### src/hdl/limiter_params.svh
`ifndef LIMITER_PARAMS_SVH
`define LIMITER_PARAMS_SVH
// Bus offsets
`define OFS_CTRL 12'h000
`define OFS_LIMIT 12'h004
`define OFS_TEMP 12'h008
`define OFS_STATUS 12'h00C
`define OFS_ANALOG 12'h010
// Control register fields
`define CTRL_SET_BTN 0
`define CTRL_UP_BTN 1
`define CTRL_DN_BTN 2
`define CTRL_RST_BTN 3
`define CTRL_DISP_VAR 4
// Status register fields
`define ST_TRIP 0
`define ST_RELAY1 1
`define ST_RELAY2 2
`define ST_FAULT 3
`define ST_ADJUST 4
`define ST_POWER 5
`define ST_CHANNEL_ONE_TEST_BUTTON 6
`define ST_CHANNEL_TWO_TEST_BUTTON 7
// Values, tenths of a degree are not used: whole kelvin, signed
`define LIMIT_RESET 16'h0064
`define HYST_K 16'h0008
`define RANGE_MIN (-16'sd200)
`define RANGE_MAX 16'sd600
`define LOOP_MIN_UA 16'h0FA0
`define LOOP_SPAN_UA 16'h3E80
`define TEST_HOLD_MS 3000
`define CLK_HZ 40000000
`define TEST_HOLD_CYC ((`CLK_HZ / 1000) * `TEST_HOLD_MS)
`define BLINK_CYC 20000000
`endif

### src/hdl/limiter_pkg.sv
package limiter_pkg;
    typedef enum logic [1:0] {ST_RUN, ST_TRIPPED} trip_e;
    typedef logic signed [15:0] temp_t;
endpackage : limiter_pkg

### src/hdl/temp_limiter.sv
// Summary of operation
// - Below limit, untripped: relays and LEDs on
// - Above limit: relays off, LEDs off
// - Trip released relays: fault output on
// - Trip latched, kept across power loss
// - Clear on reset below limit minus hysteresis
// - Input or internal fault also trips
// - Unlatch only manually, cause gone
// - Power indicator lit after power-up
// - Display variant: set enters blinking adjust
// - Arrows step pending limit
// - Second set press commits pending limit
// - No display: set captures measured value
// - Held test button trips its channel
// - Reset after test restores normal operation
// - Fixed analogue scaling onto loop span
// - Service read of temp, limit, relays
// - Hysteresis defaults to eight kelvin
// - Out of range trips; reset reopens
`timescale 1ns/1ps
`include "limiter_params.svh"
module temp_limiter #(
    parameter int TEST_HOLD_CYC = `TEST_HOLD_CYC,
    parameter int BLINK_CYC = `BLINK_CYC,
    parameter logic [15:0] HYST = `HYST_K
) (
    // Clock and reset
    input wire logic core_clk,
    input wire logic rst,
    // APB slave
    input wire logic psel,
    input wire logic penable,
    input wire logic pwrite,
    input wire logic [11:0] paddr,
    input wire logic [31:0] pwdata,
    output logic [31:0] prdata,
    output logic pready,
    output logic pslverr,
    // Measurement, from the front end pins
    input wire logic [15:0] temp_in,
    input wire logic sensor_fault,
    input wire logic internal_fault,
    // Operator pins
    input wire logic reset_button,
    input wire logic channel_one_test_button,
    input wire logic channel_two_test_button,
    // Non-volatile trip store
    input wire logic nv_trip,
    output logic nv_trip_wr,
    // Outputs
    output logic first_output_relay,
    output logic second_output_relay,
    output logic led_relay1,
    output logic led_relay2,
    output logic fault_out,
    output logic power_led,
    output logic blink_on,
    output logic [15:0] analog_temp_ua,
    output logic [15:0] analog_limit_ua
);
    // ************************************
    // Input synchronisers
    // ************************************
    logic [20:0] sa_ff, sb_ff;
    always_ff @(posedge core_clk) begin
        sa_ff <= {temp_in, sensor_fault, internal_fault, reset_button,
            channel_one_test_button, channel_two_test_button};
        sb_ff <= sa_ff;
    end
    limiter_pkg::temp_t temp_s;
    logic sfault, ifault, rbtn, t1, t2;
    assign {temp_s, sfault, ifault, rbtn, t1, t2} = sb_ff;

    // ************************************
    // Register bus
    // ************************************
    logic [4:0] ctrl_ff;
    logic [4:0] ctrl_q_ff;
    logic acc, wr;
    assign acc = psel && penable;
    assign wr = acc && pwrite;
    always_ff @(posedge core_clk) begin
        if (rst) begin
            ctrl_ff <= 5'h10;
            ctrl_q_ff <= 5'h10;
        end else begin
            ctrl_q_ff <= ctrl_ff;
            if (wr && paddr == `OFS_CTRL)
                ctrl_ff <= pwdata[4:0];
        end
    end
    // Button edges from software-driven button bits
    logic set_p, up_p, dn_p, srst_p, disp_var;
    assign set_p = ctrl_ff[`CTRL_SET_BTN] && !ctrl_q_ff[`CTRL_SET_BTN];
    assign up_p = ctrl_ff[`CTRL_UP_BTN] && !ctrl_q_ff[`CTRL_UP_BTN];
    assign dn_p = ctrl_ff[`CTRL_DN_BTN] && !ctrl_q_ff[`CTRL_DN_BTN];
    assign srst_p = ctrl_ff[`CTRL_RST_BTN] && !ctrl_q_ff[`CTRL_RST_BTN];
    assign disp_var = ctrl_ff[`CTRL_DISP_VAR];

    // External reset button edge
    logic rbtn_q_ff;
    always_ff @(posedge core_clk) rbtn_q_ff <= rbtn;
    logic reset_req;
    assign reset_req = (rbtn && !rbtn_q_ff) || srst_p;

    // ************************************
    // Set value entry
    // ************************************
    limiter_pkg::temp_t limit_ff, pend_ff;
    logic adjust_ff;
    always_ff @(posedge core_clk) begin
        if (rst) begin
            limit_ff <= `LIMIT_RESET;
            pend_ff <= `LIMIT_RESET;
            adjust_ff <= 1'b0;
        end else if (set_p && !disp_var) begin
            limit_ff <= temp_s;
        end else if (set_p && !adjust_ff) begin
            adjust_ff <= 1'b1;
            pend_ff <= limit_ff;
        end else if (set_p) begin
            adjust_ff <= 1'b0;
            limit_ff <= pend_ff;
        end else if (adjust_ff && up_p && pend_ff < `RANGE_MAX) begin
            pend_ff <= pend_ff + 16'sd1;
        end else if (adjust_ff && dn_p && pend_ff > `RANGE_MIN) begin
            pend_ff <= pend_ff - 16'sd1;
        end
    end

    // Blink divider for adjust display
    logic [31:0] blink_cnt_ff;
    always_ff @(posedge core_clk) begin
        if (rst || !adjust_ff) begin
            blink_cnt_ff <= 32'h0;
            blink_on <= 1'b0;
        end else if (blink_cnt_ff == 32'(BLINK_CYC - 1)) begin
            blink_cnt_ff <= 32'h0;
            blink_on <= !blink_on;
        end else begin
            blink_cnt_ff <= blink_cnt_ff + 32'h1;
        end
    end

    // ************************************
    // Test buttons
    // ************************************
    logic t1_fire, t2_fire;
    hold_timer #(.HOLD_CYC(TEST_HOLD_CYC)) u_t1 (
        .core_clk(core_clk), .rst(rst), .btn(t1), .fired(t1_fire));
    hold_timer #(.HOLD_CYC(TEST_HOLD_CYC)) u_t2 (
        .core_clk(core_clk), .rst(rst), .btn(t2), .fired(t2_fire));

    // ************************************
    // Trip latch, one per channel
    // ************************************
    logic out_range, over, cleared_ok, any_trip;
    assign out_range = temp_s < `RANGE_MIN || temp_s > `RANGE_MAX;
    assign over = temp_s > limit_ff;
    // Reset needs hysteresis margin and no standing fault
    assign cleared_ok = (temp_s < limit_ff - $signed(HYST)) && !sfault
        && !ifault && !out_range;
    logic [1:0] trip_ff;
    logic loaded_ff;
    logic [1:0] test_fire;
    assign test_fire = {t2_fire, t1_fire};
    // A test button still held is a standing cause for its channel
    logic [1:0] test_held;
    assign test_held = {t2, t1};
    genvar ch;
    generate
        for (ch = 0; ch < 2; ch++) begin : g_ch
            logic cause;
            // Each channel judges the cause on its own
            assign cause = over || sfault || ifault || out_range
                || test_fire[ch];
            always_ff @(posedge core_clk) begin
                if (rst) begin
                    trip_ff[ch] <= 1'b1;
                end else if (!loaded_ff) begin
                    trip_ff[ch] <= nv_trip;
                end else if (cause) begin
                    trip_ff[ch] <= 1'b1;
                end else if (reset_req && cleared_ok && !test_held[ch]) begin
                    trip_ff[ch] <= 1'b0;
                end
            end
        end
    endgenerate
    always_ff @(posedge core_clk) begin
        if (rst)
            loaded_ff <= 1'b0;
        else
            loaded_ff <= 1'b1;
    end
    assign any_trip = |trip_ff;

    // ************************************
    // Outputs
    // ************************************
    always_ff @(posedge core_clk) begin
        if (rst) begin
            first_output_relay <= 1'b0;
            second_output_relay <= 1'b0;
            led_relay1 <= 1'b0;
            led_relay2 <= 1'b0;
            fault_out <= 1'b1;
            power_led <= 1'b0;
            nv_trip_wr <= 1'b0;
        end else begin
            // Safety circuit is series: any channel opens both
            first_output_relay <= !any_trip;
            second_output_relay <= !any_trip;
            led_relay1 <= !trip_ff[0] && !any_trip;
            led_relay2 <= !trip_ff[1] && !any_trip;
            fault_out <= any_trip;
            power_led <= 1'b1;
            nv_trip_wr <= loaded_ff ? any_trip : nv_trip;
        end
    end

    // Fixed scaling: 4 mA at -200, 20 mA at 600, 20 uA per kelvin
    function automatic logic [15:0] to_loop(limiter_pkg::temp_t t);
        logic signed [17:0] v;
        v = 18'(t) - 18'(`RANGE_MIN);
        if (v < 0)
            v = 18'sd0;
        if (v > 18'sd800)
            v = 18'sd800;
        return 16'(v * 18'sd20) + `LOOP_MIN_UA;
    endfunction : to_loop
    always_ff @(posedge core_clk) begin
        if (rst) begin
            analog_temp_ua <= `LOOP_MIN_UA;
            analog_limit_ua <= `LOOP_MIN_UA;
        end else begin
            analog_temp_ua <= to_loop(temp_s);
            analog_limit_ua <= to_loop(limit_ff);
        end
    end

    // Register read, one-cycle access phase
    logic [31:0] rd;
    always_comb begin
        rd = 32'h0;
        unique case (paddr)
            `OFS_CTRL: rd = {27'h0, ctrl_ff};
            `OFS_LIMIT: rd = {{16{limit_ff[15]}}, limit_ff};
            `OFS_TEMP: rd = {{16{temp_s[15]}}, temp_s};
            `OFS_STATUS: rd = {24'h0, t2, t1, power_led, adjust_ff,
                fault_out, second_output_relay, first_output_relay,
                any_trip};
            `OFS_ANALOG: rd = {analog_limit_ua, analog_temp_ua};
            default: rd = 32'h0;
        endcase
    end
    logic bad;
    assign bad = paddr != `OFS_CTRL && paddr != `OFS_LIMIT &&
        paddr != `OFS_TEMP && paddr != `OFS_STATUS && paddr != `OFS_ANALOG;
    always_ff @(posedge core_clk) begin
        if (rst) begin
            prdata <= 32'h0;
            pready <= 1'b0;
            pslverr <= 1'b0;
        end else begin
            pready <= psel && !penable;
            pslverr <= psel && !penable && bad;
            prdata <= (psel && !penable && !pwrite) ? rd : 32'h0;
        end
    end

    // ************************************
    // Assertions
    // ************************************
    relay_open_a: assert property (@(posedge core_clk) disable iff (rst)
        loaded_ff && over |=> ##1 !first_output_relay && !second_output_relay)
        else $error("relays not opened on over-limit");
    fault_sig_a: assert property (@(posedge core_clk) disable iff (rst)
        !first_output_relay |-> fault_out)
        else $error("fault output missing");
    latch_hold_a: assert property (@(posedge core_clk) disable iff (rst)
        loaded_ff && $past(loaded_ff) && trip_ff[0] && !reset_req
        |=> trip_ff[0])
        else $error("trip dropped without reset");
    unlatch_cond_a: assert property (@(posedge core_clk) disable iff (rst)
        loaded_ff && $past(loaded_ff) && $fell(trip_ff[0])
        |-> $past(reset_req && cleared_ok))
        else $error("unlatched without valid reset");
    fault_trip_a: assert property (@(posedge core_clk) disable iff (rst)
        loaded_ff && (sfault || ifault) |=> trip_ff == 2'h3)
        else $error("fault did not trip");
    test_trip_a: assert property (@(posedge core_clk) disable iff (rst)
        loaded_ff && t1_fire |=> trip_ff[0] ##1 fault_out)
        else $error("test did not trip");
    commit_set_a: assert property (@(posedge core_clk) disable iff (rst)
        adjust_ff && set_p && disp_var
        |=> !adjust_ff && limit_ff == $past(pend_ff))
        else $error("pending value not committed");
    capture_set_a: assert property (@(posedge core_clk) disable iff (rst)
        set_p && !disp_var |=> limit_ff == $past(temp_s))
        else $error("measured value not captured");
    power_led_a: assert property (@(posedge core_clk) disable iff (rst)
        $past(!rst) |-> power_led)
        else $error("power indicator off");
    trip_cv: cover property (@(posedge core_clk) disable iff (rst)
        $rose(fault_out));
    clear_cv: cover property (@(posedge core_clk) disable iff (rst)
        $fell(any_trip));
    adjust_cv: cover property (@(posedge core_clk) disable iff (rst)
        adjust_ff && up_p);
endmodule : temp_limiter

### src/hdl/hold_timer.sv
`timescale 1ns/1ps
`include "limiter_params.svh"
module hold_timer #(
    parameter int HOLD_CYC = `TEST_HOLD_CYC
) (
    // Clock and reset
    input wire logic core_clk,
    input wire logic rst,
    // Synchronised button level
    input wire logic btn,
    // One-cycle pulse once held long enough
    output logic fired
);
    logic [31:0] cnt_ff;
    always_ff @(posedge core_clk) begin
        if (rst || !btn) begin
            cnt_ff <= 32'h0;
            fired <= 1'b0;
        end else begin
            fired <= (cnt_ff == 32'(HOLD_CYC - 1));
            if (cnt_ff != 32'(HOLD_CYC))
                cnt_ff <= cnt_ff + 32'h1;
        end
    end
endmodule : hold_timer

### config.mk
export PLATFORM = sky130hd
export DESIGN_NAME = temp_limiter
export DESIGN_NICKNAME = d
export VERILOG_FILES = /design/src/hdl/limiter_pkg.sv /design/src/hdl/temp_limiter.sv /design/src/hdl/hold_timer.sv
export VERILOG_INCLUDE_DIRS = /design/src /design/src/hdl
export SDC_FILE = /design/constraint.sdc
export NUM_CORES = 1
export LEC_CHECK = 0
export ABC_AREA = 1
export BUFFER_PORTS_ARGS = -buffer_cell sky130_fd_sc_hd__clkbuf_2
export CAP_MARGIN = 10
export CORE_AREA = 2 2 167 169
export CTS_CLUSTER_DIAMETER = 200
export DETAILED_ROUTE_END_ITERATION = 12
export DIE_AREA = 0 0 169 171
export PLACE_DENSITY_LB_ADDON = 0.05
export SLEW_MARGIN = 5
export SYNTH_ARGS = -nofsm -noshare
export SYNTH_HDL_FRONTEND = slang
export SYNTH_SLANG_ARGS = --single-unit
export TNS_END_PERCENT = 30
### constraint.sdc
create_clock -name core_clk -period 3.8 [get_ports core_clk]
set_clock_uncertainty 0.2 [all_clocks]
set_input_delay 0.19 -clock core_clk [delete_from_list [all_inputs] [get_ports core_clk]]
set_output_delay 0.19 -clock core_clk [all_outputs]
set_load 0.1 [all_outputs]
==> impl_metrics.tcl <==
set metrics [dict create \
    outcome "completed" \
    yosysSeqAreaShare_pct 34.9 \
    post-route-period-util_pct 98.1 \
    r2r_setup_slack_ns 0.07 \
    first_global_vias 13800 \
    setup_viol 0 \
    met2_wire_length_um 19800 \
    start_util_pct 52.7 \
    vias_per_cell 5.38 \
    layout.cells.most_common "sky130_fd_sc_hd__nand2_1" \
    smallest_setup_slack_after_layout_ns 0.0708 \
    cts_sinks 251 \
    gr-total-overflow 0 \
    crit_path_max_incr_delay_ns 0.44 \
    global_route_wire_length_before_repair_um 65800 \
    postLayoutCoreUtil_pct 67.6 \
    crit_path_start_kind "flip-flop" \
    met3_length_um 2040 \
    tritoncts "done" \
    number_of_instances_in_the_placed_design 2672 \
    synth_edf_count 0 \
    static-leakage-power_nw 8.18 \
    cp-end-kind "flip-flop" \
    fmax_ghz 0.268 \
    antenna_found_initial 0 \
    design.portCount 145 \
    route.antenna.remaining_nets 0 \
    netlist-cell-type-count 57 \
    layout_common_cells "sky130_fd_sc_hd__nand2_1, sky130_fd_sc_hd__inv_1, sky130_fd_sc_hd__dfxtp_1" \
    multi_input_area_um2 8680 \
    dpl_worst_slack_ns -0.182 \
    final_hold_vio_count 0 \
    timing.rr.start "limit_ff[6]" \
    worst_pin_slew_ns 0.956 \
    drive_above_1_share_pct 21.2 \
    timing.hold.ws_ns 0.0606 \
    timing.final.crit_period_ns 3.73 \
    detailed_place_hpwl_um 30700 \
    io_buffers 113 \
    dr.pass1.iters 6 \
    wl_met1_um 17800 \
    final-max-slew-violation-count 0 \
    crit_path_arrival_time_ns 3.97 \
    clk_transition_reported_paths_ns 0.07 \
    ys_async_sr_fraction_pct 0 \
    cts_buffer_depth 3 \
    path_cells "nor2_4 -> nand2_4 -> nand3_4 -> nand2_8 -> nand2_1 -> nand3_1 -> nor2_1 -> nand3_1 -> nand2_2 -> inv_2 -> buf_4 -> nor2_1 -> ha_2 -> ha_4 -> fa_2 -> ha_1 -> nor2_4 -> nand2_2 -> nor2_4 -> nand3_4 -> nand3_2 -> nand2_1 -> nand2_1 -> nor2_1" \
    die_w_um 169 \
    h-tree-depth 1 \
    critical_r2r_capture "analog_limit_ua[15]" \
    antennaDiodeCount 0 \
    worstPathMaxFanout 14 \
    timing.slew.headroom_pct 36.1 \
    layout.filler_cells 2437 \
    die-height_um 171 \
    worstPathBufferInverterCount 2 \
    cap_violations 0 \
    globalplace.congestion 0.910 \
    maximum_number_of_pins_on_one_net_before_global_route_repair 40 \
    wl_um 41400 \
    wl_per_cell_um 14.9 \
    num_rows 61 \
    grtUsageTotal_pct 27.6 \
    area_growth_pct 28.3 \
    power.density_nw_per_um2 342 \
    timing.hold.worst.start "pwrite" \
    design.core.area_um2 27300 \
    r2r_cells 24 \
    ir_drop_mv 0.423 \
    path_class_of_the_lowest_slack_min_delay_path "in2reg" \
    capture_endpoint_of_the_worst_hold_path "ctrl_ff[1]" \
    synth_seq_cells 251 \
    final_cell_count_no_fill 2779 \
    tritoncts.num_buffers 29 \
    ctsRootBufferMaster "sky130_fd_sc_hd__clkbuf_16" \
    synthesis_warning_total 0 \
    cp_slowest_cell "sky130_fd_sc_hd__fa_2" \
    cp_data_required_time_ns 4.04 \
    sequential_area_um2 5050 \
    min_delay_path_depth 5 \
    synthFlopType "sky130_fd_sc_hd__dfxtp_1" \
    grt_setup_unrepaired "true" \
    worstSetupPathType "reg2reg" \
    syn-mean-instance-area_um2 6.85 \
    netlist_instances 2103 \
    route.vias.total 14900 \
    number_of_remaining_drc_errors 0 \
    syn_area_um2 14400 \
    timing.critical_path.max_delay_family "simple AND/OR/NAND/NOR gates" \
    clock_insertion_delay_worst_skew_ns 0.55 \
    initial_detailed_routing_violation_count 1137 \
    design.final.nets 2570 \
    overall_die_area_um2 28900 \
    routed.top_layer "met4" \
]
[worst max-delay path by stage]
stage                startpoint                   to  slack, ns  cells past startpoint
global route        limit_ff[6]  analog_limit_ua[15]      -0.15                     25
global placement    limit_ff[3]  analog_limit_ua[12]      -0.09                     25
floorplan           limit_ff[3]  analog_limit_ua[14]      0.007                     26
CTS                 limit_ff[3]  analog_limit_ua[13]     -0.006                     26
detailed placement  limit_ff[3]  analog_limit_ua[12]      -0.18                     25
finish              limit_ff[6]  analog_limit_ua[15]       0.07                     24
[Yosys cell counts, drive strengths merged, types with 3 or more instances]
master    n  share of area, %
xor2     26               1.6
xnor2    14              0.85
a21o      6              0.31
fa        3              0.42
nand3b    9              0.47
dfxtp   251                35
nand2   432                11
inv     294               7.7
o21ai   123               4.3
or2      12              0.52
o21bai    5              0.26
nor2    254               7.2
o221ai    9              0.55
clkbuf   29              0.76
nand3   175               6.3
nor4     16              0.70
ha       85               7.4
a31oi     3              0.13
nor3     89               3.3
nand4    42               1.8
o21a     12              0.63
nor3b     6              0.31
a21oi   156               5.4
o211ai    4              0.21
buf      21               1.1
o22ai    12              0.52
[flip-flops by register name, indices dropped and copies added (netlist names), 4 cells and up]
name / flops
analog_limit_ua: 14
analog_temp_ua: 14
blink_cnt_ff: 32
ctrl_ff: 5
ctrl_q_ff: 4
limit_ff: 16
pend_ff: 16
prdata: 31
sa_ff: 21
sb_ff: 21
u_t1.cnt_ff: 32
u_t2.cnt_ff: 32
[what timing repair did]
action / 4_1_cts / 5_1_grt
buffers inserted: 6 / 11
setup endpoints to repair: 8 / 14
gates resized for setup: 31 / 147
endpoints found under the hold margin: 42 / 0
pin swaps: 17 / 53
hold buffers: 37 / 0
[per-stage QoR]
step	total power, mW	cell area, um2	setup TNS, ns
floorplan	3.21	14500	0
global placement	3.42	16300	-0.284
detailed placement	3.43	16300	-0.875
CTS	6.28	17800	-0.00607
global route	6.51	18500	-0.832
finish	6.32	18500	0
[worst min-delay path: stages]
cell and delay, ns:
sky130_fd_sc_hd__clkbuf_2 0.09, sky130_fd_sc_hd__nand2_1 0.06, sky130_fd_sc_hd__nor2_1 0.06, sky130_fd_sc_hd__nand3_1 0.24
sky130_fd_sc_hd__a21oi_1 0.11
[routing by layer]
layer,up-vias,track usage [%]
li1,7523,-
met3,108,3.22
met5,-,0
met2,434,48.8
met1,6880,34.5
met4,0,10.5
[logic make-up (layout without fill, tap and decap cells)]
group,count (synthesis),in the layout,synth area share (%)
other cells,1,12,0.0260
compound gates,337,337,12.7
fa+ha+maj,88,88,7.80
flops,251,251,34.9
simple gates,1041,1041,32.5
buf+inv,345,664,9.58
xor+xnor,40,40,2.48
[power breakdown]
| group | switching, mW | internal, mW |
|---|---|---|
| registers | 0.0328 | 2.68 |
| clock network | 1.20 | 1.65 |
| logic | 0.505 | 0.256 |
| total | 1.73 | 4.58 |
[final cells by class]
| cell class | count | share of cell area [%] |
|---|---|---|
| inverter | 295 | 6.01 |
| clock inverter | 17 | 0.948 |
| multi-input combinational | 1518 | 47.0 |
| tap | 346 | 2.34 |
| clock buffer | 36 | 4.34 |
| timing repair buffer | 316 | 12.0 |
| sequential | 251 | 27.3 |
Note: power is estimated with default switching activity, not from simulation.
